File: config.mk
export PLATFORM = sky130hd
export DESIGN_NAME = temp_sensor_register_bank
export DESIGN_NICKNAME = d
export VERILOG_FILES = /design/src/common/temp_regs_pkg.sv /design/src/hdl/temp_sensor_register_bank.sv
export SDC_FILE = /design/constraint.sdc
export NUM_CORES = 1
export LEC_CHECK = 0
export BUFFER_PORTS_ARGS = -buffer_cell sky130_fd_sc_hd__buf_2
export CORE_ASPECT_RATIO = 1.4
export CORE_UTILIZATION = 62
export CTS_BUF_LIST = sky130_fd_sc_hd__clkbuf_4 sky130_fd_sc_hd__clkbuf_8
export DETAILED_ROUTE_END_ITERATION = 7
export HOLD_SLACK_MARGIN = 0.12
export PLACE_DENSITY = 0.87
export SLEW_MARGIN = 20
export SYNTH_ARGS = -nofsm -noshare
export SYNTH_HDL_FRONTEND = slang
export SYNTH_SLANG_ARGS = --single-unit
File: constraint.sdc
create_clock -name clk_sys -period 2.9 [get_ports clk_sys]
set_input_delay 0.58 -clock clk_sys [delete_from_list [all_inputs] [get_ports clk_sys]]
set_output_delay 0.58 -clock clk_sys [all_outputs]
set_load 0.1 [all_outputs]
File: src/common/temp_regs_pkg.sv
// register map, field layout and reset values of the sensor register bank
// assumes: pointer index is the low four bits of the host pointer byte
package temp_regs_pkg;
  localparam int         DATA_W         = 16;
  localparam int         PTR_W          = 4;
  localparam int         TEMP_W         = 13;
  // ----------------------------------------------------------------
  // register indices
  // ----------------------------------------------------------------
  localparam logic [3:0] IDX_RESERVED   = 4'h0;
  localparam logic [3:0] IDX_SETUP      = 4'h1;
  localparam logic [3:0] IDX_HIGH       = 4'h2;
  localparam logic [3:0] IDX_LOW        = 4'h3;
  localparam logic [3:0] IDX_CRIT       = 4'h4;
  localparam logic [3:0] IDX_AMBIENT    = 4'h5;
  localparam logic [3:0] IDX_MAKER      = 4'h6;
  localparam logic [3:0] IDX_PART       = 4'h7;
  localparam logic [3:0] IDX_RES        = 4'h8;
  // ----------------------------------------------------------------
  // setup word fields
  // ----------------------------------------------------------------
  localparam int         HYST_HI        = 10;
  localparam int         HYST_LO        = 9;
  localparam int         SHUTDOWN_SELECT_BIT       = 8;
  localparam int         CRIT_LOCK_BIT  = 7;
  localparam int         WIN_LOCK_BIT   = 6;
  localparam int         INT_CLR_BIT    = 5;
  localparam int         ALT_STAT_BIT   = 4;
  localparam int         ALT_CNT_BIT    = 3;
  localparam int         ALT_SEL_BIT    = 2;
  localparam int         ALT_POL_BIT    = 1;
  localparam int         ALT_MOD_BIT    = 0;
  // ----------------------------------------------------------------
  // ambient word fields and masks
  // ----------------------------------------------------------------
  localparam int         AMB_CRIT_BIT   = 15;
  localparam int         AMB_HIGH_BIT   = 14;
  localparam int         AMB_LOW_BIT    = 13;
  localparam logic [15:0] LIMIT_MASK    = 16'h1FFC;
  localparam logic [7:0]  RES_MASK      = 8'h03;
  // ----------------------------------------------------------------
  // reset and fixed read values
  // ----------------------------------------------------------------
  localparam logic [15:0] RESERVED_VAL  = 16'h001F;
  localparam logic [15:0] ZERO_WORD     = 16'h0000;
  localparam logic [15:0] LIMIT_RST     = 16'h0000;
  localparam logic [1:0]  HYST_RST      = 2'h0;
  localparam logic [7:0]  RES_RST       = 8'h03;
endpackage : temp_regs_pkg

File: src/hdl/temp_sensor_register_bank.sv
// user register bank of a digital temperature sensor
// assumes: serial engine delivers pointer, write and read strobes as one-cycle
// pulses synchronous to clk_sys; converter delivers one pulse per period
//
// Contract
// (RULE1) one 16-bit setup word, low eleven bits hold user settings
// (RULE2) setup bits 10:9 select hysteresis for window comparisons
// (RULE3) setup bit 8 picks continuous conversion or shutdown
// (RULE4) in shutdown no new conversion, ambient keeps last value
// (RULE5) bits 7 and 6 lock critical limit and window limits
// (RULE6) lock bits cannot be cleared by writes, only by reset
// (RULE7) setup bits 5:0 configure the alert output
// (RULE8) a setup bit picks window-plus-critical or critical-only alert
// (RULE9) limits hold sign bit 12, magnitude 11:2; other bits zero
// (RULE10) ambient flags bits 15:13, sign 12, magnitude 11:0
// (RULE11) setup bits 15:11 read zero and ignore writes
// (RULE12) host writes 8-bit pointer, index low nibble, high nibble zero
// (RULE13) ambient double-buffered, refreshed once per conversion
// (RULE14) reads and writes still work during shutdown
`timescale 1ns/10ps
`default_nettype none
module temp_sensor_register_bank
  import temp_regs_pkg::*;
#(
  parameter logic [15:0] MAKER_ID = 16'h0A5A,  // arbitrary value
  parameter logic [15:0] PART_REV = 16'h0C01   // arbitrary value
) (
  input  wire logic              clk_sys,
  input  wire logic              rst_n,
  input  wire logic              ce,
  input  wire logic              ptr_wr,
  input  wire logic [7:0]        ptr_byte,
  input  wire logic              wr_en,
  input  wire logic [15:0]       wr_data,
  input  wire logic              rd_en,
  input  wire logic              conv_valid,
  input  wire logic [12:0]       conv_temp,
  input  wire logic              alert_status,
  output logic [15:0]            rd_data_reg,
  output logic                   rd_valid_reg,
  output logic [1:0]             limit_hysteresis_reg,
  output logic                   shutdown_select_reg,
  output logic [5:0]             alert_cfg_reg,
  output logic                   int_clear_reg,
  output logic [1:0]             resolution_reg
);
  // ----------------------------------------------------------------
  // state
  // ----------------------------------------------------------------
  logic [3:0]  ptr_reg,   ptr_next;
  logic [15:0] high_reg,  high_next;
  logic [15:0] low_reg,   low_next;
  logic [15:0] crit_reg,  crit_next;
  logic [15:0] amb_reg,   amb_next;
  logic [1:0]  hyst_next;
  logic        shutdown_select_next;
  logic        crit_lock_reg, crit_lock_next;
  logic        win_lock_reg,  win_lock_next;
  logic [5:0]  alert_next;
  logic        int_clr_next;
  logic [1:0]  res_next;
  logic [15:0] rd_next;
  logic        rd_valid_next;
  logic [15:0] setup_view;
  logic [15:0] rd_mux;
  logic        any_lock;
  logic        wr_setup;
  logic signed [12:0] t_now, t_high, t_low, t_crit;

  assign any_lock = crit_lock_reg | win_lock_reg;
  assign wr_setup = wr_en && (ptr_reg == IDX_SETUP);

  // ----------------------------------------------------------------
  // read view and read mux
  // ----------------------------------------------------------------
  // (RULE1) 16-bit setup view
  // (RULE11) upper setup bits tied to zero
  always_comb begin
    setup_view                      = ZERO_WORD;
    setup_view[HYST_HI:HYST_LO]     = limit_hysteresis_reg;
    setup_view[SHUTDOWN_SELECT_BIT]            = shutdown_select_reg;
    setup_view[CRIT_LOCK_BIT]       = crit_lock_reg;
    setup_view[WIN_LOCK_BIT]        = win_lock_reg;
    setup_view[ALT_STAT_BIT]        = alert_status;
    setup_view[ALT_CNT_BIT]         = alert_cfg_reg[ALT_CNT_BIT];
    setup_view[ALT_SEL_BIT]         = alert_cfg_reg[ALT_SEL_BIT];
    setup_view[ALT_POL_BIT]         = alert_cfg_reg[ALT_POL_BIT];
    setup_view[ALT_MOD_BIT]         = alert_cfg_reg[ALT_MOD_BIT];
  end

  // unmapped indices read as zero
  always_comb begin
    case (ptr_reg)
      IDX_RESERVED: rd_mux = RESERVED_VAL;
      IDX_SETUP:    rd_mux = setup_view;
      IDX_HIGH:     rd_mux = high_reg;
      IDX_LOW:      rd_mux = low_reg;
      IDX_CRIT:     rd_mux = crit_reg;
      IDX_AMBIENT:  rd_mux = amb_reg;
      IDX_MAKER:    rd_mux = MAKER_ID;
      IDX_PART:     rd_mux = PART_REV;
      IDX_RES:      rd_mux = {8'h00, 6'h00, resolution_reg};
      default:      rd_mux = ZERO_WORD;
    endcase
  end

  // ----------------------------------------------------------------
  // next-state logic
  // ----------------------------------------------------------------
  // limits and reading share one 1/16 degree scale for comparison
  assign t_now  = $signed(conv_temp);
  assign t_high = $signed(high_reg[12:0]);
  assign t_low  = $signed(low_reg[12:0]);
  assign t_crit = $signed(crit_reg[12:0]);

  always_comb begin
    ptr_next       = ptr_reg;
    high_next      = high_reg;
    low_next       = low_reg;
    crit_next      = crit_reg;
    amb_next       = amb_reg;
    hyst_next      = limit_hysteresis_reg;
    shutdown_select_next      = shutdown_select_reg;
    crit_lock_next = crit_lock_reg;
    win_lock_next  = win_lock_reg;
    alert_next     = alert_cfg_reg;
    int_clr_next   = 1'b0;
    res_next       = resolution_reg;
    rd_next        = rd_data_reg;
    rd_valid_next  = 1'b0;
    // upper pointer nibble is the host's to keep zero; it is ignored here
    if (ptr_wr) begin
      ptr_next = ptr_byte[PTR_W-1:0];
    end
    // (RULE14) writes accepted regardless of shutdown
    if (wr_en) begin
      case (ptr_reg)
        IDX_SETUP: begin
          // (RULE2) hysteresis frozen while locked
          if (!any_lock) begin
            hyst_next = wr_data[HYST_HI:HYST_LO];
          end
          // (RULE3) shutdown may always clear, set only when unlocked
          if (!wr_data[SHUTDOWN_SELECT_BIT] || !any_lock) begin
            shutdown_select_next = wr_data[SHUTDOWN_SELECT_BIT];
          end
          // (RULE6) locks only ever set by a write
          crit_lock_next = crit_lock_reg | wr_data[CRIT_LOCK_BIT];
          win_lock_next  = win_lock_reg | wr_data[WIN_LOCK_BIT];
          // (RULE7) alert config; clear bit is a pulse, status read-only
          int_clr_next                = wr_data[INT_CLR_BIT];
          alert_next[ALT_CNT_BIT]     = wr_data[ALT_CNT_BIT];
          // (RULE8) alert source select
          alert_next[ALT_SEL_BIT]     = wr_data[ALT_SEL_BIT];
          alert_next[ALT_POL_BIT]     = wr_data[ALT_POL_BIT];
          alert_next[ALT_MOD_BIT]     = wr_data[ALT_MOD_BIT];
        end
        // (RULE5) window and critical limits blocked by their lock
        // (RULE9) limit bits masked
        IDX_HIGH: if (!win_lock_reg)  high_next = wr_data & LIMIT_MASK;
        IDX_LOW:  if (!win_lock_reg)  low_next  = wr_data & LIMIT_MASK;
        IDX_CRIT: if (!crit_lock_reg) crit_next = wr_data & LIMIT_MASK;
        IDX_RES:  res_next = wr_data[1:0] & RES_MASK[1:0];
        default: ;
      endcase
    end
    // (RULE4) shutdown holds the previous reading
    if (conv_valid && !shutdown_select_reg) begin
      // (RULE13) whole word replaced in one edge
      amb_next               = {3'h0, conv_temp};
      // (RULE10) limit flags on top
      amb_next[AMB_CRIT_BIT] = (t_now >= t_crit);
      amb_next[AMB_HIGH_BIT] = (t_now > t_high);
      amb_next[AMB_LOW_BIT]  = (t_now < t_low);
    end
    // (RULE13) the read word is captured whole, never torn
    if (rd_en) begin
      rd_next       = rd_mux;
      rd_valid_next = 1'b1;
    end
  end

  // ----------------------------------------------------------------
  // registers
  // ----------------------------------------------------------------
  // ce low freezes everything, including pulse outputs
  always_ff @(posedge clk_sys) begin
    if (!rst_n) begin
      ptr_reg              <= IDX_RESERVED;
      high_reg             <= LIMIT_RST;
      low_reg              <= LIMIT_RST;
      crit_reg             <= LIMIT_RST;
      amb_reg              <= ZERO_WORD;
      limit_hysteresis_reg <= HYST_RST;
      shutdown_select_reg  <= 1'b0;
      crit_lock_reg        <= 1'b0;
      win_lock_reg         <= 1'b0;
      alert_cfg_reg        <= 6'h00;
      int_clear_reg        <= 1'b0;
      resolution_reg       <= RES_RST[1:0];
      rd_data_reg          <= ZERO_WORD;
      rd_valid_reg         <= 1'b0;
    end else if (ce) begin
      ptr_reg              <= ptr_next;
      high_reg             <= high_next;
      low_reg              <= low_next;
      crit_reg             <= crit_next;
      amb_reg              <= amb_next;
      limit_hysteresis_reg <= hyst_next;
      shutdown_select_reg  <= shutdown_select_next;
      crit_lock_reg        <= crit_lock_next;
      win_lock_reg         <= win_lock_next;
      alert_cfg_reg        <= alert_next;
      int_clear_reg        <= int_clr_next;
      resolution_reg       <= res_next;
      rd_data_reg          <= rd_next;
      rd_valid_reg         <= rd_valid_next;
    end
  end
endmodule : temp_sensor_register_bank
`default_nettype wire

==> key figures <==
Run status
  • Outcome: complete, no violations

Clock tree
  • # hold bufs at CTS: 0
  • Clock Tree Root: clkbuf_8
  • CTS Buffer Depth: 2
  • CTS tree: done
  • CTS sink count: 82
  • # H-tree levels: 3
  • Post-CTS sizing: 0
  • CTS clk-pin slew, worst paths: 0.08 ns
  • Post-CTS Setup Inserts: 0
  • Clk_lat worst skew: 0.37 ns
  • CTS Buf Count: 9

Yosys
  • Sequential-to-total area share from yosys stat: a little over a third
  • Number of synthesized flops with an enable pin: 0
  • Largest area contributor in the netlist: dfxtp_1
  • Ys flop type: dfxtp_1
  • Warnings, synthesis: 0
  • Synth area leaders: dfxtp_1, ha_1, mux2i_1
  • Syn Inst Count: a little over 500
  • Synth Register Bits: a little over 80
  • Async SR Flop Fraction: 0%
  • Mapped cell area: 4540 um2
  • Synth top area share: 36.2%
  • Synthesized area per cell: 8.90 um2
  • Synth cell types: 58

Critical path
  • Critical path data required time: 3.16 ns
  • Critical-path cell list: nand2b_1 > nor4_4 > buf_4 > mux2i_1 > nor2b_1
  • Max stage delay cell, worst path: nor4_4
  • Setup crit end kind: flop
  • Startpoint Class: flop
  • Critical Path AT: 2.46 ns
  • CP max FO: 9
  • Crit Path Category: reg -> reg
  • CP peak stage delay: 0.62 ns

Floorplan
  • Die H: just over 100 um
  • Row count: 36
  • Width of the die: approximately 74 um
  • Core area: 7030 um2
  • I/O pins: 74
  • Starting Density: between 60% and 70%
  • Die ar.: 7670 um2

Placement
  • Pre-CTS setup slack: 0.534 ns
  • Global placer's final weighted congestion: 0.939
  • Post-DP HPWL: about 8700 um
  • Buffers on Ports: 64

Final layout
  • Share of layout cells above drive strength 1: about a fifth
  • Area Growth Syn to Fin: 13.3%
  • Final Net Count: 647
  • ANT cells: 0
  • Final core utilization: 73.1%

Global routing
  • Overall Global Routing Usage: 33.6%
  • First-pass GRT wire length: between 15000 and 20000 um
  • Vias in the first global route: 3850
  • GRT Residual Overflow: 0
  • Largest net degree at the start of global routing: 53
  • Antenna violations before repair: 0

STA
  • Rel. slew slack: 45.9%
  • Unrepaired setup endpoints after global routing: no
  • Final min period: 2.20 ns
  • F_max: 0.454 GHz
  • Setup Viol. Count Final: 0
  • TNS Setup: 0 ns
  • Worst slew pin tran: between 0.8 and 0.9 ns
  • Skew final: 0.0144 ns
  • Fin worst setup slack: a little under 0.7 ns
  • Pins Over Slew Limit: 0
  • Hold_ws: 0.444 ns
  • Post-route clock period utilization: 76.0%
  • Final Hold Viols: 0

Hold path
  • Worst hold-check path type: in -> reg

Routing
  • Routed len/inst: 18.1 um
  • Drt initial violations: approximately 320
  • Final wirelength: ~12000 um
  • DR DRC count: 0
  • Vias per cell: 6.06
  • Drt pass-1 iters: 6
  • Final ANT Viol Nets: 0
  • Via count: just over 4000

Pwr
  • Power per cell area: 481 nW/um2
  • Worst VDD drop: around 330 uV
  • Leakage dissipation: 1.93 nW

Job
  • MaxCap Viol Count: 0
-- logic make-up (layout without fill, tap and decap cells) --
kind of cell	count (synthesis)	in the layout	synth area share, %
buf+inv	68	132	7.03
compound gates	123	123	18.3
simple gates	165	165	21.0
fa+ha+maj	32	32	8.83
other cells	1	2	0.0827
mux	38	38	8.38
flops	82	82	36.2
xor+xnor	1	1	0.193
-- stage by stage --
stage	total power (W)	cells	cell area (um2)
floorplan	0.00143	511	4540
global placement	0.00152	654	4910
detailed placement	0.00153	654	4910
CTS	0.00247	670	5140
global route	0.00256	670	5140
finish	0.00247	670	5140
-- area by class of cell --
type	instances	area, um2
Fill cell	558	1890
Multi-Input combinational cell	361	2580
Clock inverter	2	60.1
Sequential cell	82	1640
Timing Repair Buffer	79	433
Clock buffer	14	168
Tap cell	95	119
Inverter	37	139
-- critical path, delay by kind of cell, from the launching register on --
kind	cells	cell delay (ns)
simple gates	3	0.99
flops	1	0.61
buf+inv	1	0.26
mux	1	0.24
-- worst paths after layout --
check                   start                 to  slack, ns  cells past startpoint
hold reg to reg   amb_reg[12]        amb_reg[12]       0.46                      2
setup reg to reg   ptr_reg[2]       crit_reg[10]       0.70                      5
setup / recovery   ptr_reg[2]       crit_reg[10]       0.70                      5
hold / removal     wr_data[1]  resolution_reg[1]       0.44                      3
-- cells in the final DEF (no fill, tap or decap), types with 4 or more instances in the layout --
cell type,count
dfxtp_1,82
buf_2,64
nor2b_1,55
nand2_1,53
mux2i_1,38
inv_1,37
a21oi_1,32
ha_1,32
a21boi_1,16
buf_4,15
a21o_1,11
nand3_1,11
clkbuf_8,10
o21ai_0,9
a22oi_1,9
o21ai_1,8
a21boi_0,8
nand4_1,7
nor2_1,7
nor3_1,5
a211oi_1,4
a32oi_1,4
clkbuf_4,4
-- power by group --
part | total, W | internal [W] | switching (W) | leakage [nW]
clock | 0.000959 | 0.000548 | 0.000411 | 0.119
combinational | 0.000345 | 0.000116 | 0.000229 | 1.14
sequential | 0.00117 | 0.00115 | 0.0000197 | 0.664
-- cells in the mapped netlist (3+ instances only) --
| library cell | n |
|---|---|
| buf_2 | 3 |
| or3_1 | 3 |
| ha_1 | 32 |
| a222oi_1 | 3 |
| mux2i_1 | 38 |
| nor2_1 | 7 |
| nand4_1 | 7 |
| a21oi_1 | 32 |
| nor2b_1 | 55 |
| buf_6 | 6 |
| a32oi_1 | 4 |
| dfxtp_1 | 82 |
| inv_1 | 37 |
| nand3b_1 | 3 |
| clkbuf_1 | 16 |
| a211oi_1 | 4 |
| nand2b_1 | 3 |
| a21boi_1 | 16 |
| a21o_1 | 11 |
| o21ai_1 | 8 |
| a21boi_0 | 8 |
| a22oi_1 | 9 |
| nand2_1 | 53 |
| o21ai_0 | 9 |
| nor3_1 | 5 |
| buf_4 | 4 |
| a31oi_1 | 3 |
| nand3_1 | 11 |
-- metal layers --
layer  GRT usage [%]  up-vias  part of all wire, %
li1                -     1905                    -
met1            38.9     1866                   39
met2            55.7      230                   48
met3            7.75       56                  8.3
met4            20.9        0                  5.0
met5               0        -                    0
No activity file was read; power rests on OpenSTA's default activity.
